==> config.mk <==
export PLATFORM = sky130hd
export DESIGN_NAME = mpm_device_flat
export DESIGN_NICKNAME = d
export VERILOG_FILES = /design/src/hdl/mpm_pkg.sv /design/src/hdl/mpm_if.sv /design/src/hdl/mpm_device.sv /design/src/flat_wrapper.sv
export SDC_FILE = /design/constraint.sdc
export NUM_CORES = 1
export LEC_CHECK = 0
export ABC_CLOCK_PERIOD_IN_PS = 4710
export BUFFER_PORTS_ARGS = -buffer_cell sky130_fd_sc_hd__clkbuf_2
export CAP_MARGIN = 20
export CORE_UTILIZATION = 35
export CTS_BUF_LIST = sky130_fd_sc_hd__clkbuf_16
export CTS_CLUSTER_DIAMETER = 100
export DETAILED_ROUTE_END_ITERATION = 8
export GPL_ROUTABILITY_DRIVEN = 0
export GPL_TIMING_DRIVEN = 0
export PLACE_DENSITY = 0.63
export SYNTH_ARGS = -nofsm -noshare
export SYNTH_HDL_FRONTEND = slang
export SYNTH_SLANG_ARGS = --single-unit
==> constraint.sdc <==
create_clock -name pclk -period 4.71 [get_ports pclk]
set_input_delay 0.942 -clock pclk [delete_from_list [all_inputs] [get_ports pclk]]
set_output_delay 0.942 -clock pclk [all_outputs]
set_load 0.005 [all_outputs]
==> src/hdl/mpm_pkg.sv <==
// Package with power-mode codes, register windows, widths and timing constants.
package mpm_pkg;
    // Mode-select pin codes, written {mode_select_high, mode_select_low}.
    typedef enum logic [1:0] {
        MPM_IDLE = 2'b00,
        MPM_DETECT = 2'b01,
        MPM_PARTIAL = 2'b10,
        MPM_NORMAL = 2'b11
    } mpm_mode_t;

    // Partial-measurement register window and special registers.
    localparam logic [9:0] PM_WIN_LO = 10'h014;
    localparam logic [9:0] PM_WIN_HI = 10'h01d;
    localparam logic [9:0] SPECIAL_00 = 10'h000;
    localparam logic [9:0] SPECIAL_01 = 10'h001;
    localparam logic [9:0] SPECIAL_03 = 10'h003;
    localparam logic [9:0] SPECIAL_07 = 10'h007;
    localparam logic [9:0] SPECIAL_0E = 10'h00e;
    localparam logic [9:0] SPECIAL_0F = 10'h00f;

    // Default values after reset.
    localparam logic [5:0] DET_CTRL_RESET = 6'h3f;
    localparam logic PM_CFG_RESET = 1'b0;
    localparam logic [15:0] THRESH_RESET = 16'h0000;

    // Line cycle length in estimator samples (8 kHz samples at 50 Hz).
    localparam int LINE_CYCLE_SAMPLES = 160;

    // Controller register offsets (APB byte addresses).
    localparam logic [7:0] CTL_MODE_OFS = 8'h00;
    localparam logic [7:0] CTL_STAT_OFS = 8'h04;
    localparam logic [7:0] CTL_RESULT_OFS = 8'h08;
    localparam logic [7:0] CTL_DETCFG_OFS = 8'h0c;
    localparam logic [7:0] CTL_THRESH_OFS = 8'h10;
    localparam logic [31:0] CTL_MODE_RESET = 32'h0000_0000;

    // Park count loaded between two non-idle modes; the pins stay in idle for one cycle more than this.
    localparam int IDLE_PARK_CYCLES = 4;
endpackage

==> src/hdl/mpm_if.sv <==
// Interface that joins the metering device end to its controller end.
`timescale 1ns/1ns
interface mpm_if;
    logic mode_select_high;
    logic mode_select_low;
    logic first_interrupt_out;
    logic second_interrupt_out;
    logic [5:0] detector_control;
    logic partial_meas_config;
    logic [15:0] threshold;
    logic osc_drive_out;

    modport device (
        input mode_select_high,
        input mode_select_low,
        input detector_control,
        input partial_meas_config,
        input threshold,
        output first_interrupt_out,
        output second_interrupt_out,
        output osc_drive_out
    );
    modport host (
        output mode_select_high,
        output mode_select_low,
        output detector_control,
        output partial_meas_config,
        output threshold,
        input first_interrupt_out,
        input second_interrupt_out,
        input osc_drive_out
    );
endinterface

==> src/hdl/mpm_device.sv <==
// Device end: power-mode decode, pin gating, current detector and estimator.
//
// Function
// - Two mode pins select the power mode.
// - Normal runs everything except current detector.
// - Idle stops functions, oscillator output held low.
// - Idle forces zero-cross, pulse, warning, interrupts low.
// - Idle turns serial pins and DMA input.
// - Controller drives valid levels on inputs.
// - Mode pins stay working in idle.
// - Detection mode enables low-power current comparators.
// - Any phase over threshold latches first interrupt.
// - All phases over threshold latch second interrupt.
// - Entering or leaving detection clears detection interrupts.
// - Controller programs thresholds in normal mode.
// - Per-phase positive and negative comparators, enableable.
// - Each comparator powers down via control bit.
// - Detection holds pins idle except interrupts, mode, oscillator output.
// - Partial mode gates converters, measures one cycle.
// - Partial measurement done raises first interrupt.
// - Partial mode restricts register access window.
// - Mode changes always pass through idle.
// - Estimator runs in partial and normal modes.
// - RMS result unsigned, mean result signed.
// - Controller polls detection and measurement periodically.
`timescale 1ns/1ns
module mpm_device #(
    parameter int SAMPLE_W = 16,
    parameter int CYCLE_SAMPLES = mpm_pkg::LINE_CYCLE_SAMPLES
) (
    input wire logic pclk,
    input wire logic presetn,
    mpm_if.device link,
    input wire logic [2:0] phase_pos_over,
    input wire logic [2:0] phase_neg_over,
    input wire logic sample_valid,
    input wire logic signed [SAMPLE_W-1:0] sample_data,
    input wire logic [9:0] reg_addr,
    input wire logic zero_cross_core,
    input wire logic energy_pulse_core,
    input wire logic warning_core,
    input wire logic [3:0] serial_oe_core,
    output logic reg_access_ok,
    output logic zero_cross_out,
    output logic energy_pulse_out,
    output logic warning_out,
    output logic [3:0] serial_oe_n,
    output logic dma_req_is_input,
    output logic function_run,
    output logic detector_run,
    output logic converters_run,
    output logic estimator_run,
    output logic [5:0] comparator_power,
    output logic [2*SAMPLE_W-1:0] est_result,
    output logic est_done
);
    // Accumulator width: a full square of one sample fits without loss.
    localparam int ACC_W = 2 * SAMPLE_W;

    typedef struct packed {
        logic [1:0] mode_s1;
        logic [1:0] mode;
        logic [1:0] mode_prev;
        logic irq_first;
        logic irq_second;
        logic done;
        logic [15:0] count;
        logic [2*SAMPLE_W-1:0] acc;
        logic [2*SAMPLE_W-1:0] result;
    } mpm_dev_state_t;

    mpm_dev_state_t st_reg;
    mpm_dev_state_t st_next;
    logic mode_change;
    logic [2:0] phase_hit;
    logic [2*SAMPLE_W-1:0] square;

    // Square for RMS accumulation; both operands are sign-extended first so no bit is lost.
    assign square = ACC_W'(sample_data) * ACC_W'(sample_data);

    // One comparator hit per phase: only powered comparators count.
    // per-phase comparators
    always_comb begin
        for (int i = 0; i < 3; i++) begin
            phase_hit[i] = (phase_pos_over[i] & link.detector_control[2*i]) |
                           (phase_neg_over[i] & link.detector_control[2*i+1]);
        end
    end

    // Next-state logic for mode tracking, interrupts and the estimator.
    always_comb begin
        st_next = st_reg;
        st_next.mode_s1 = {link.mode_select_high, link.mode_select_low};
        st_next.mode = st_reg.mode_s1;
        st_next.mode_prev = st_reg.mode;
        // Only the second stage and its delayed copy are compared, so the first
        // stage, which may still be settling, never reaches any other logic.
        mode_change = (st_reg.mode != st_reg.mode_prev);
        if (mode_change) begin
            st_next.irq_first = 1'b0;
            st_next.irq_second = 1'b0;
            st_next.done = 1'b0;
            st_next.count = '0;
            st_next.acc = '0;
        end else if (st_reg.mode == mpm_pkg::MPM_DETECT) begin
            if (|phase_hit) begin
                st_next.irq_first = 1'b1;
            end
            if (&phase_hit) begin
                st_next.irq_second = 1'b1;
            end
        end else if (st_reg.mode == mpm_pkg::MPM_PARTIAL ||
                     st_reg.mode == mpm_pkg::MPM_NORMAL) begin
            // The result is the raw sum: scaling to RMS or mean is left to software,
            // which keeps the always-on datapath small.
            // estimator runs here
            if (sample_valid && !st_reg.done) begin
                if (link.partial_meas_config) begin
                    st_next.acc = st_reg.acc + ACC_W'(sample_data);
                end else begin
                    st_next.acc = st_reg.acc + square;
                end
                // The counter is 16 bits wide, so CYCLE_SAMPLES may not exceed 65536.
                if (st_reg.count == 16'(CYCLE_SAMPLES - 1)) begin
                    st_next.done = 1'b1;
                    st_next.result = st_next.acc;
                end else begin
                    st_next.count = st_reg.count + 16'h0001;
                end
            end
            if (st_reg.mode == mpm_pkg::MPM_PARTIAL && st_reg.done) begin
                st_next.irq_first = 1'b1;
            end
        end
    end

    // State register; asynchronous reset to idle with everything clear.
    // Every synchroniser stage resets to the idle code, so no false mode edge follows reset.
    always_ff @(posedge pclk or negedge presetn) begin
        if (!presetn) begin
            st_reg <= '0;
        end else begin
            st_reg <= st_next;
        end
    end

    // Pin gating per mode; idle and detection park the core outputs.
    always_comb begin
        function_run = (st_reg.mode == mpm_pkg::MPM_NORMAL);
        detector_run = (st_reg.mode == mpm_pkg::MPM_DETECT);
        converters_run = (st_reg.mode == mpm_pkg::MPM_NORMAL);
        estimator_run = (st_reg.mode == mpm_pkg::MPM_NORMAL) ||
                        (st_reg.mode == mpm_pkg::MPM_PARTIAL);
        comparator_power = detector_run ? link.detector_control : 6'h00;
        zero_cross_out = function_run & zero_cross_core;
        energy_pulse_out = function_run & energy_pulse_core;
        warning_out = function_run & warning_core;
        serial_oe_n = function_run ? ~serial_oe_core : 4'hf;
        dma_req_is_input = 1'b1;
        est_done = st_reg.done;
        est_result = st_reg.result;
    end

    // Interrupts are low in idle and normal; oscillator output low in idle.
    // oscillator parked low
    assign link.osc_drive_out = (st_reg.mode != mpm_pkg::MPM_IDLE) & pclk_gate();
    assign link.first_interrupt_out = st_reg.irq_first &
        (st_reg.mode == mpm_pkg::MPM_DETECT || st_reg.mode == mpm_pkg::MPM_PARTIAL);
    assign link.second_interrupt_out = st_reg.irq_second &
        (st_reg.mode == mpm_pkg::MPM_DETECT);

    // Oscillator run indication; the pin model only needs its level.
    // A real clock gate would replace this stub; it stays high while powered.
    function automatic logic pclk_gate();
        return 1'b1;
    endfunction

    // Register access limit; only partial mode narrows the window.
    // Idle and detection refuse every access, since the core is unpowered there.
    // partial access window
    always_comb begin
        if (st_reg.mode == mpm_pkg::MPM_PARTIAL) begin
            reg_access_ok = (reg_addr >= mpm_pkg::PM_WIN_LO && reg_addr <= mpm_pkg::PM_WIN_HI) ||
                            reg_addr == mpm_pkg::SPECIAL_00 || reg_addr == mpm_pkg::SPECIAL_01 ||
                            reg_addr == mpm_pkg::SPECIAL_03 || reg_addr == mpm_pkg::SPECIAL_07 ||
                            reg_addr == mpm_pkg::SPECIAL_0E || reg_addr == mpm_pkg::SPECIAL_0F;
        end else begin
            reg_access_ok = (st_reg.mode == mpm_pkg::MPM_NORMAL);
        end
    end
endmodule

==> src/flat_wrapper.sv <==
// flat-port wrapper written by rule: the top's interface ports become plain ports
module mpm_device_flat 
#(
    parameter int SAMPLE_W = 16,
    parameter int CYCLE_SAMPLES = mpm_pkg::LINE_CYCLE_SAMPLES
)
  (pclk, presetn, phase_pos_over, phase_neg_over, sample_valid, sample_data, reg_addr, zero_cross_core, energy_pulse_core, warning_core, serial_oe_core, reg_access_ok, zero_cross_out, energy_pulse_out, warning_out, serial_oe_n, dma_req_is_input, function_run, detector_run, converters_run, estimator_run, comparator_power, est_result, est_done, link_mode_select_high, link_mode_select_low, link_detector_control, link_partial_meas_config, link_threshold, link_first_interrupt_out, link_second_interrupt_out, link_osc_drive_out);
  mpm_if link_i ();
  input wire logic pclk;
  input wire logic presetn;
  input wire logic [2:0] phase_pos_over;
  input wire logic [2:0] phase_neg_over;
  input wire logic sample_valid;
  input wire logic signed [SAMPLE_W-1:0] sample_data;
  input wire logic [9:0] reg_addr;
  input wire logic zero_cross_core;
  input wire logic energy_pulse_core;
  input wire logic warning_core;
  input wire logic [3:0] serial_oe_core;
  output logic reg_access_ok;
  output logic zero_cross_out;
  output logic energy_pulse_out;
  output logic warning_out;
  output logic [3:0] serial_oe_n;
  output logic dma_req_is_input;
  output logic function_run;
  output logic detector_run;
  output logic converters_run;
  output logic estimator_run;
  output logic [5:0] comparator_power;
  output logic [2*SAMPLE_W-1:0] est_result;
  output logic est_done;
  input wire logic [$bits(link_i.mode_select_high)-1:0] link_mode_select_high;
  input wire logic [$bits(link_i.mode_select_low)-1:0] link_mode_select_low;
  input wire logic [$bits(link_i.detector_control)-1:0] link_detector_control;
  input wire logic [$bits(link_i.partial_meas_config)-1:0] link_partial_meas_config;
  input wire logic [$bits(link_i.threshold)-1:0] link_threshold;
  output wire logic [$bits(link_i.first_interrupt_out)-1:0] link_first_interrupt_out;
  output wire logic [$bits(link_i.second_interrupt_out)-1:0] link_second_interrupt_out;
  output wire logic [$bits(link_i.osc_drive_out)-1:0] link_osc_drive_out;
  assign link_i.mode_select_high = link_mode_select_high;
  assign link_i.mode_select_low = link_mode_select_low;
  assign link_i.detector_control = link_detector_control;
  assign link_i.partial_meas_config = link_partial_meas_config;
  assign link_i.threshold = link_threshold;
  assign link_first_interrupt_out = link_i.first_interrupt_out;
  assign link_second_interrupt_out = link_i.second_interrupt_out;
  assign link_osc_drive_out = link_i.osc_drive_out;
  mpm_device #(.SAMPLE_W(SAMPLE_W), .CYCLE_SAMPLES(CYCLE_SAMPLES)) u_core (.pclk(pclk), .presetn(presetn), .link(link_i), .phase_pos_over(phase_pos_over), .phase_neg_over(phase_neg_over), .sample_valid(sample_valid), .sample_data(sample_data), .reg_addr(reg_addr), .zero_cross_core(zero_cross_core), .energy_pulse_core(energy_pulse_core), .warning_core(warning_core), .serial_oe_core(serial_oe_core), .reg_access_ok(reg_access_ok), .zero_cross_out(zero_cross_out), .energy_pulse_out(energy_pulse_out), .warning_out(warning_out), .serial_oe_n(serial_oe_n), .dma_req_is_input(dma_req_is_input), .function_run(function_run), .detector_run(detector_run), .converters_run(converters_run), .estimator_run(estimator_run), .comparator_power(comparator_power), .est_result(est_result), .est_done(est_done));
endmodule
Word-level counts from Yosys, hierarchy flattened

Cells that the tools add are included.

Register bits: 89
Word-level logic and storage cells: 91

Equality and inequality tests: 13
$add $sub $neg: 3
$mul: 1
Muxes and demuxes: 17
Magnitude comparators: 2
Reduce and logical (&&, ||, !) cells: 29
Bitwise logic cells: 17

Operators by type and width:

| cell                                                               | count |
|---|---|
| 2-to-1 mux 81 bit                                                  | 3 |
| adder 32 bit                                                       | 2 |
| 2-to-1 mux 32 bit                                                  | 2 |
| 2-to-1 mux 51 bit                                                  | 1 |
| multiplier 16 x 16 -> 32 bit                                       | 1 |
| equality test 10 x 4 -> 1 bit, second input constant               | 2 |
| adder 16 x 1 -> 16 bit, second input constant                      | 1 |
| equality test 16 x 8 -> 1 bit, second input constant               | 1 |
| 2-to-1 mux 16 bit                                                  | 1 |
| nonzero test 2 bit                                                 | 6 |
| bitwise AND 1 bit                                                  | 11 |
| equality test 10 x 1 -> 1 bit, second input constant               | 1 |
| equality test 10 x 2 -> 1 bit, second input constant               | 1 |
| equality test 10 x 3 -> 1 bit, second input constant               | 1 |
| greater-or-equal comparator 10 x 5 -> 1 bit, second input constant | 1 |
| less-or-equal comparator 10 x 5 -> 1 bit, second input constant    | 1 |
| logical NOT 10 bit                                                 | 1 |
| AND reduction 3 bit                                                | 3 |
| logical OR 1 bit                                                   | 8 |
| 2-to-1 mux 1 bit                                                   | 8 |
| AND reduction 4 bit                                                | 2 |
| 2-to-1 mux 6 bit                                                   | 1 |
| nonzero test 3 bit                                                 | 2 |
| AND reduction 5 bit                                                | 1 |
| other kinds (13)                                                   | 20 |

Logic depth before layout (Yosys ltp)

Gate-level depths: netlist of the first run.

Depth after elaboration: 9
Mapped depth: 24

Worst setup path after synthesis of the first run

Ideal clock, no wire load.

Path type: input to register
Start point: input sample_data[15]
End point: register u_core.st_reg[57] in the netlist's numbering
Data arrival time: 6,801 ps
Required time: 4,614 ps
Slack: -2,187 ps
Stages on the path: 20
Cell sequence: clkbuf_1 -> clkbuf_1 -> and2_1 -> fa_1 -> inv_1 -> fa_1 -> inv_1 -> fa_1 -> fa_1 -> fa_1 -> inv_1 -> fa_1 -> inv_1 -> ha_1 -> and4_1 -> a21o_1 -> o311a_1 -> o21ai_0 -> or3b_1 -> a311oi_2

Cells in the longest elaborated chain, start to end: 7
Elaborated cells on any way between the ends: 8
Those cells by class: add/sub (2); mul (1); mux (5)

Ends and longest elaborated chain:

| item                         | line               | RTL |
|---|---|---|
| from (decl)                  | flat_wrapper.sv:14 | `input wire logic signed [SAMPLE_W-1:0] sample_data;` |
| multiplier 16 x 16 -> 32 bit | mpm_device.sv:79   | `assign square = ACC_W'(sample_data) * ACC_W'(sample_data);` |
| adder 32 bit                 | mpm_device.sv:121  | `st_next.acc = st_reg.acc + square;` |
| 2-to-1 mux 32 bit (*)        | mpm_device.sv:118  | `if (link.partial_meas_config) begin` |
| 2-to-1 mux 81 bit (*)        | mpm_device.sv:117  | `if (sample_valid && !st_reg.done) begin` |
| 2-to-1 mux 81 bit (*)        | mpm_device.sv:112  | `end else if (st_reg.mode == mpm_pkg::MPM_PARTIAL \|\|` |
| 2-to-1 mux 81 bit (*)        | mpm_device.sv:105  | `end else if (st_reg.mode == mpm_pkg::MPM_DETECT) begin` |
| 2-to-1 mux 51 bit (*)        | mpm_device.sv:99   | `if (mode_change) begin` |
| to (signal assigned)         | mpm_device.sv:143  | `st_reg <= st_next;` |
| to (decl)                    | mpm_device.sv:72   | `mpm_dev_state_t st_reg;` |

Mark *: on every way between the ends. The rest lies on a longest branch, timed or not. The select of a mux whose other input is x is not followed.
A chain may end at the register's enable or synchronous reset.

Worst setup path in the final report of the first run

Start point: input sample_data[15]
End point: register u_core.st_reg (netlist bit u_core.est_result[31])

Cells in the longest elaborated chain, start to end: 3
Elaborated cells on any way between the ends: 4
Those cells by class: add/sub (2); mul (1); mux (1)

Ends and longest elaborated chain:

| item                         | line |
|---|---|
| multiplier 16 x 16 -> 32 bit | mpm_device.sv:79 |
| adder 32 bit                 | mpm_device.sv:121 |
| 2-to-1 mux 32 bit (*)        | mpm_device.sv:118 |

Mark *: on every way between the ends. The rest lies on a longest branch, timed or not.

==> flow_summary.ini, run 1 <==
[status]
status = complete, but fails checks
violations = setup timing

[floorplanning]
dieArea_um2 = 47200
ios = 122
num_rows = 78
die_w_um = 217
start_util = 0.356
die_y_um = 217
core_um2 = 45500

[routing]
vias = 13100
wire_per_inst_um = 18.1
first_pass_iters = 5
ant_nets = 0
initialDrtViolationCount = 1030
drc = 0
drt_wl_total_mm = 46.6
viasPerCell = 5.08

[synth]
synth-adder-area-share = 0.442
netlist_area_um2 = 16200
avgSynthCellArea_um2 = 9.22
synth_enable_flop_cells = 0
synth-seq-cells = 89
yosys_most_used_dff = dfrtp_1
ys_seq_area_frac = 0.137
synth-simple-area-share = 0.122
postSynth.asyncResetShare = 1.00
synthMuxAreaShare = 0.0142
synth_compound_area_frac = 0.126
synthXorXnorAreaFrac = 0.0430
yosysMostFrequentCell = inv_1
synth_top_family_by_area = adder cells
synth-warning-count = 0
synth_area_leaders = fa_1 (33%), dfrtp_1 (14%), ha_1 (12%)
syn_inst = 1757
synth_top_area_share = 0.326
synth_common_cells = inv_1 (375), fa_1 (264), ha_1 (150)
syn_nets = 2238
synth_cell_types = 85
synth.largest_area_cell = fa_1

[hold_path]
hp-class = flop to flop

[worst_setup_path]
critPathCapture = u_core.est_result[31]$_DFFE_PN0P_
arrival_ps = 6980
r2r-end = u_core.st_reg[57]$_DFFE_PN0P_
reg2reg_from = u_core.st_reg[35]$_DFFE_PN0P_
cp-start-kind = input port
startpoint = sample_data[15]
rrSetupSlack_ps = -660
cp_max_fo = 6
r2r.worst_path.cells = 19
setup.worst_path.end_class = flop
crit_required_ps = 4970
path_class = input port to flop

[sta]
rsz0062_at_grt = true
setup_viol = 50
fmax_mhz = 149
worst_slew_pin_slew_ps = 1120
final-max-slew-violation-count = 0
fin_skew_ps = 11.5
setup_slack_ps = -2010
min_period_over_period = 1.43
hold_viol = 0
relSlewSlack = 0.250
fin_hold_ws_ps = 354
min_period_ps = 6720

[run]
cap_viol_max_count = 0

[cts]
cts-root-buf = clkbuf_16
clock_sinks = 89
clk_pin_slew_ps = 70
cts_made_buffers = 9
ctsHoldBuffers = 0
cts_tree = built
cts_buffer_depth = 2
worstSkewPairLatency_ps = 350
htree_num_levels = 3

[global_routing]
grt_remaining_overflow = 0
grt_pass1_wl_mm = 74.7
grt_start_max_net_pins = 57
grt_use_total = 0.201
grt_pass1_vias = 13800
antenna_found_initial = 0

[cells_and_area]
stdcell_count = 2571
syn_to_final_growth_pct = 25.5
largest_reg_flops = 52
fin_nets = 2447
drive_gt1_frac = 0.252
diodes = 0

[place]
io_buffers = 104
dp_hpwl_mm = 36.8
placed_cells = 2462
worst max-delay path, cell delays in order:
cell       delay [ps]
clkbuf_16         130
clkbuf_16         150
clkbuf_16         150
and2_4            140
fa_2              530
buf_4             180
fa_1              530
inv_1              50
fa_1              480
inv_1              50
fa_1              450
fa_1              520
inv_1              70
fa_1              530
inv_2              50
ha_4              300
and4_4            240
and3_4            220
a21oi_4            60
nand4_1           170
buf_4             160
nand3_1           130
o211a_1           250
a211o_1           350
o21ai_1           160
final cells by class:
| type | instances | area, um2 |
|---|---|---|
| repair buffers | 198 | 1630 |
| well taps | 600 | 751 |
| multi-input cells | 1212 | 13200 |
| inverters | 375 | 1420 |
| clock inverters | 7 | 68.8 |
| flip-flops and latches | 89 | 2230 |
| clock buffers | 9 | 225 |
| fillers | 4357 | 25100 |
| plain buffers | 81 | 860 |
cell usage in the layout (no fill, tap or decap), types with 11 or more instances in the layout:
cell type	netlist	final
nand2_1	139	123
xor2_1	21	16
xnor2_1	56	48
clkbuf_16	0	34
clkbuf_2	0	87
a211oi_1	19	14
nor2_1	88	78
a21o_1	43	43
and3_1	14	12
dfrtp_1	89	89
o21a_1	12	11
and2_1	60	50
ha_1	150	124
buf_6	0	22
ha_4	0	20
nand3_1	23	18
nor3_1	15	12
buf_4	34	99
nor2b_1	12	11
o21ai_1	6	18
fa_2	0	13
clkbuf_8	3	17
fa_1	264	251
a21oi_1	67	45
inv_2	0	22
a21oi_2	1	19
inv_1	375	349
clkbuf_1	41	19
a22o_1	14	13
o21ai_0	41	19
cell families after synthesis:
group | after synthesis
multiplexers | 22
buffers and inverters | 456
AND/OR/NAND/NOR | 404
flip-flops | 89
AO/OA/AOI/OAI | 293
other | 1
XOR/XNOR | 78
adder cells (fa/ha/maj) | 414
metal layers:
layer,vias to the layer above,share of wire,wire length [um],global-route usage
met5,-,0,0,0
met4,0,0.034,1600,0.0676
met3,92,0.055,2550,0.0177
met2,432,0.48,22200,0.337
met1,6526,0.43,20200,0.273
li1,6021,-,-,-
worst min path at each step:
| stage | from | cells past startpoint | endpoint |
|---|---|---|---|
| after detailed placement | u_core.st_next[85]$_DFF_PN0_ | 0 | u_core.st_next[83]$_DFF_PN0_ |
| final | u_core.st_next[86]$_DFF_PN0_ | 0 | u_core.st_next[84]$_DFF_PN0_ |
| after CTS | u_core.st_next[85]$_DFF_PN0_ | 0 | u_core.st_next[83]$_DFF_PN0_ |
| after global placement | u_core.st_next[86]$_DFF_PN0_ | 0 | u_core.st_next[84]$_DFF_PN0_ |
| after floorplan | u_core.st_next[85]$_DFF_PN0_ | 0 | u_core.st_next[83]$_DFF_PN0_ |
| after global routing | u_core.st_next[86]$_DFF_PN0_ | 0 | u_core.st_next[84]$_DFF_PN0_ |
through the flow:
step	setup WS (ps)	TNS [ps]	util	area [um2]
floorplan	-1760	-53320	-	16800
global placement	-2990	-107070	0.397	18100
detailed placement	-3000	-108310	0.398	18100
CTS	-1940	-68250	0.434	19800
global route	-2160	-79600	0.447	20300
finish	-2010	-73680	0.447	20300
what timing repair did:
item / 4_1_cts / 5_1_grt
endpoints found under the setup margin: 55 / 51
cloned: 4 / 1
buffers inserted: 60 / 29
resized for setup: 162 / 83
pin swaps: 69 / 83
Power of run 1 is left out: the tool's default activity adds up to more than one toggle a clock period on the data nets, which glitch-free logic cannot reach.
==> run 2: changes to the inputs <==
--- a/config.mk
+++ b/config.mk
@@ -15,6 +15,7 @@
 export GPL_ROUTABILITY_DRIVEN = 0
 export GPL_TIMING_DRIVEN = 0
 export PLACE_DENSITY = 0.63
+export SETUP_SLACK_MARGIN = 0.3
 export SYNTH_ARGS = -nofsm -noshare
 export SYNTH_HDL_FRONTEND = slang
 export SYNTH_SLANG_ARGS = --single-unit
==> run 2 against run 1 <==
The flow still finishes with violations (setup timing). Count of clock-buffer cells in the layout did not move. Register-to-register slack better by 60 ps. Die area did not move. Sequential share of layout area fell by 0.073 points. Non-clock buffer count rose by 9. Worst hold slack lost 0.73 ps. First-iteration DRC count decreased by 8.5%. Critical path depth is 1 lower. Flip-flop and latch count unchanged. Setup slack improved by 85 ps.
==> flow_summary.ini, run 2 (synthesis gave the netlist of run 1 again) <==
[routing]
drc = 0
initialDrtViolationCount = 942
ant_nets = 0
vias = 13100
drt_wl_total_mm = 47.0
first_pass_iters = 7
wire_per_inst_um = 18.2
viasPerCell = 5.10

[sta]
setup_viol = 50
fin_skew_ps = 8.23
hold_viol = 0
min_period_ps = 6630
worst_slew_pin_slew_ps = 1140
min_period_over_period = 1.41
relSlewSlack = 0.234
final-max-slew-violation-count = 0
fmax_mhz = 151
setup_slack_ps = -1920
finalSetupTns_ps = -68240
rsz0062_at_grt = true

[cells_and_area]
fin_nets = 2456
largest_reg_flops = 52
syn_to_final_growth_pct = 26.4
drive_gt1_frac = 0.265
diodes = 0
layout_common_cells = inv_1 (344), fa_1 (252), ha_1 (122)
final_common_cell = inv_1

[place]
place_ws_ps = -2990
dp_hpwl_mm = 37.2
io_buffers = 104

[floorplanning]
dieArea_um2 = 47200
die_w_um = 217
start_util = 0.356
ios = 122
num_rows = 78
die_y_um = 217
core_um2 = 45500

[hold_path]
hp-start = u_core.st_next[86]$_DFF_PN0_
hp-class = flop to flop
holdPathEnd = u_core.st_next[84]$_DFF_PN0_
min_path_cells = 0

[cts]
cts_made_buffers = 9
clk_pin_slew_ps = 70
cts-root-buf = clkbuf_16
worstSkewPairLatency_ps = 350
cts_tree = built
cts_buffer_depth = 2
htree_num_levels = 3
clock_sinks = 89
ctsHoldBuffers = 0

[global_routing]
antenna_found_initial = 0
grt_pass1_vias = 13800
grt_start_max_net_pins = 66
grt_remaining_overflow = 0
grt_use_total = 0.204
grt_pass1_wl_mm = 75.4

[worst_setup_path]
r2r.worst_path.cells = 18
setup.worst_path.end_class = flop
cp-start-kind = input port
cp_max_fo = 4
arrival_ps = 6890
reg2reg_from = u_core.st_reg[47]$_DFFE_PN0P_
crit_required_ps = 4960
r2r-end = u_core.st_reg[61]$_DFFE_PN0P_
rrSetupSlack_ps = -600
path_class = input port to flop

[status]
status = complete, but fails checks
violations = setup timing

[run]
cap_viol_max_count = 0
==> run 2: worst max-delay path: stages <==
cell and delay, ps:
clkbuf_16 130, clkbuf_16 150, clkbuf_16 150, and2_4 130, fa_2 650, inv_2 60, fa_2 620, inv_6 60
fa_1 490, fa_1 450, fa_1 520, inv_1 50, fa_1 510, inv_2 50, ha_4 240, and4_4 190
and3_4 200, a21oi_4 130, nand4_1 220, a32oi_1 290, mux2i_1 290, nor4_2 60, buf_4 150, a211oi_2 160
==> run 2: worst max path at each step <==
stage | slack (ps) | start | depth (start not counted) | endpoint
after floorplan | -1760 | sample_data[15] | 22 | u_core.st_reg[61]$_DFFE_PN0P_
after global routing | -2110 | sample_data[15] | 25 | u_core.st_reg[61]$_DFFE_PN0P_
after detailed placement | -2990 | sample_data[15] | 23 | u_core.st_reg[61]$_DFFE_PN0P_
after CTS | -2000 | sample_data[15] | 24 | u_core.st_reg[61]$_DFFE_PN0P_
after global placement | -2990 | sample_data[15] | 23 | u_core.st_reg[61]$_DFFE_PN0P_
final | -1920 | sample_data[15] | 24 | u_core.st_reg[61]$_DFFE_PN0P_
==> run 2: layout make-up <==
class / count / area [um2]
flip-flops and latches: 89 / 2230
multi-input cells: 1212 / 13300
fillers: 4362 / 25000
plain buffers: 81 / 865
clock buffers: 9 / 225
repair buffers: 207 / 1650
inverters: 375 / 1420
well taps: 600 / 751
clock inverters: 7 / 78.8
==> run 2: what timing repair did <==
action | in CTS | in global routing
endpoints found under the setup margin | 56 | 56
pin swaps | 78 | 69
gates resized for setup | 177 | 88
gates cloned | 2 | 0
setup buffers | 66 | 34
==> run 2: per-layer routing <==
layer,track usage,routed length [um],vias up
met2,0.343,22400,392
met5,0,0,-
met3,0.0186,2120,94
li1,-,-,6041
met1,0.277,20800,6620
met4,0.0624,1590,0
==> run 2: through the flow <==
stage          cell area [um2]  utilization  hold WS, ps  cells
5_1_grt                  20500        0.450          363   2580
3_3_place_gp             18100        0.397          336   2461
2_1_floorplan            16800            -          331   1757
6_report                 20500        0.450          353   2580
3_5_place_dp             18100        0.398          342   2462
4_1_cts                  19900        0.437          358   2546
Power of run 2 is left out for the same reason.
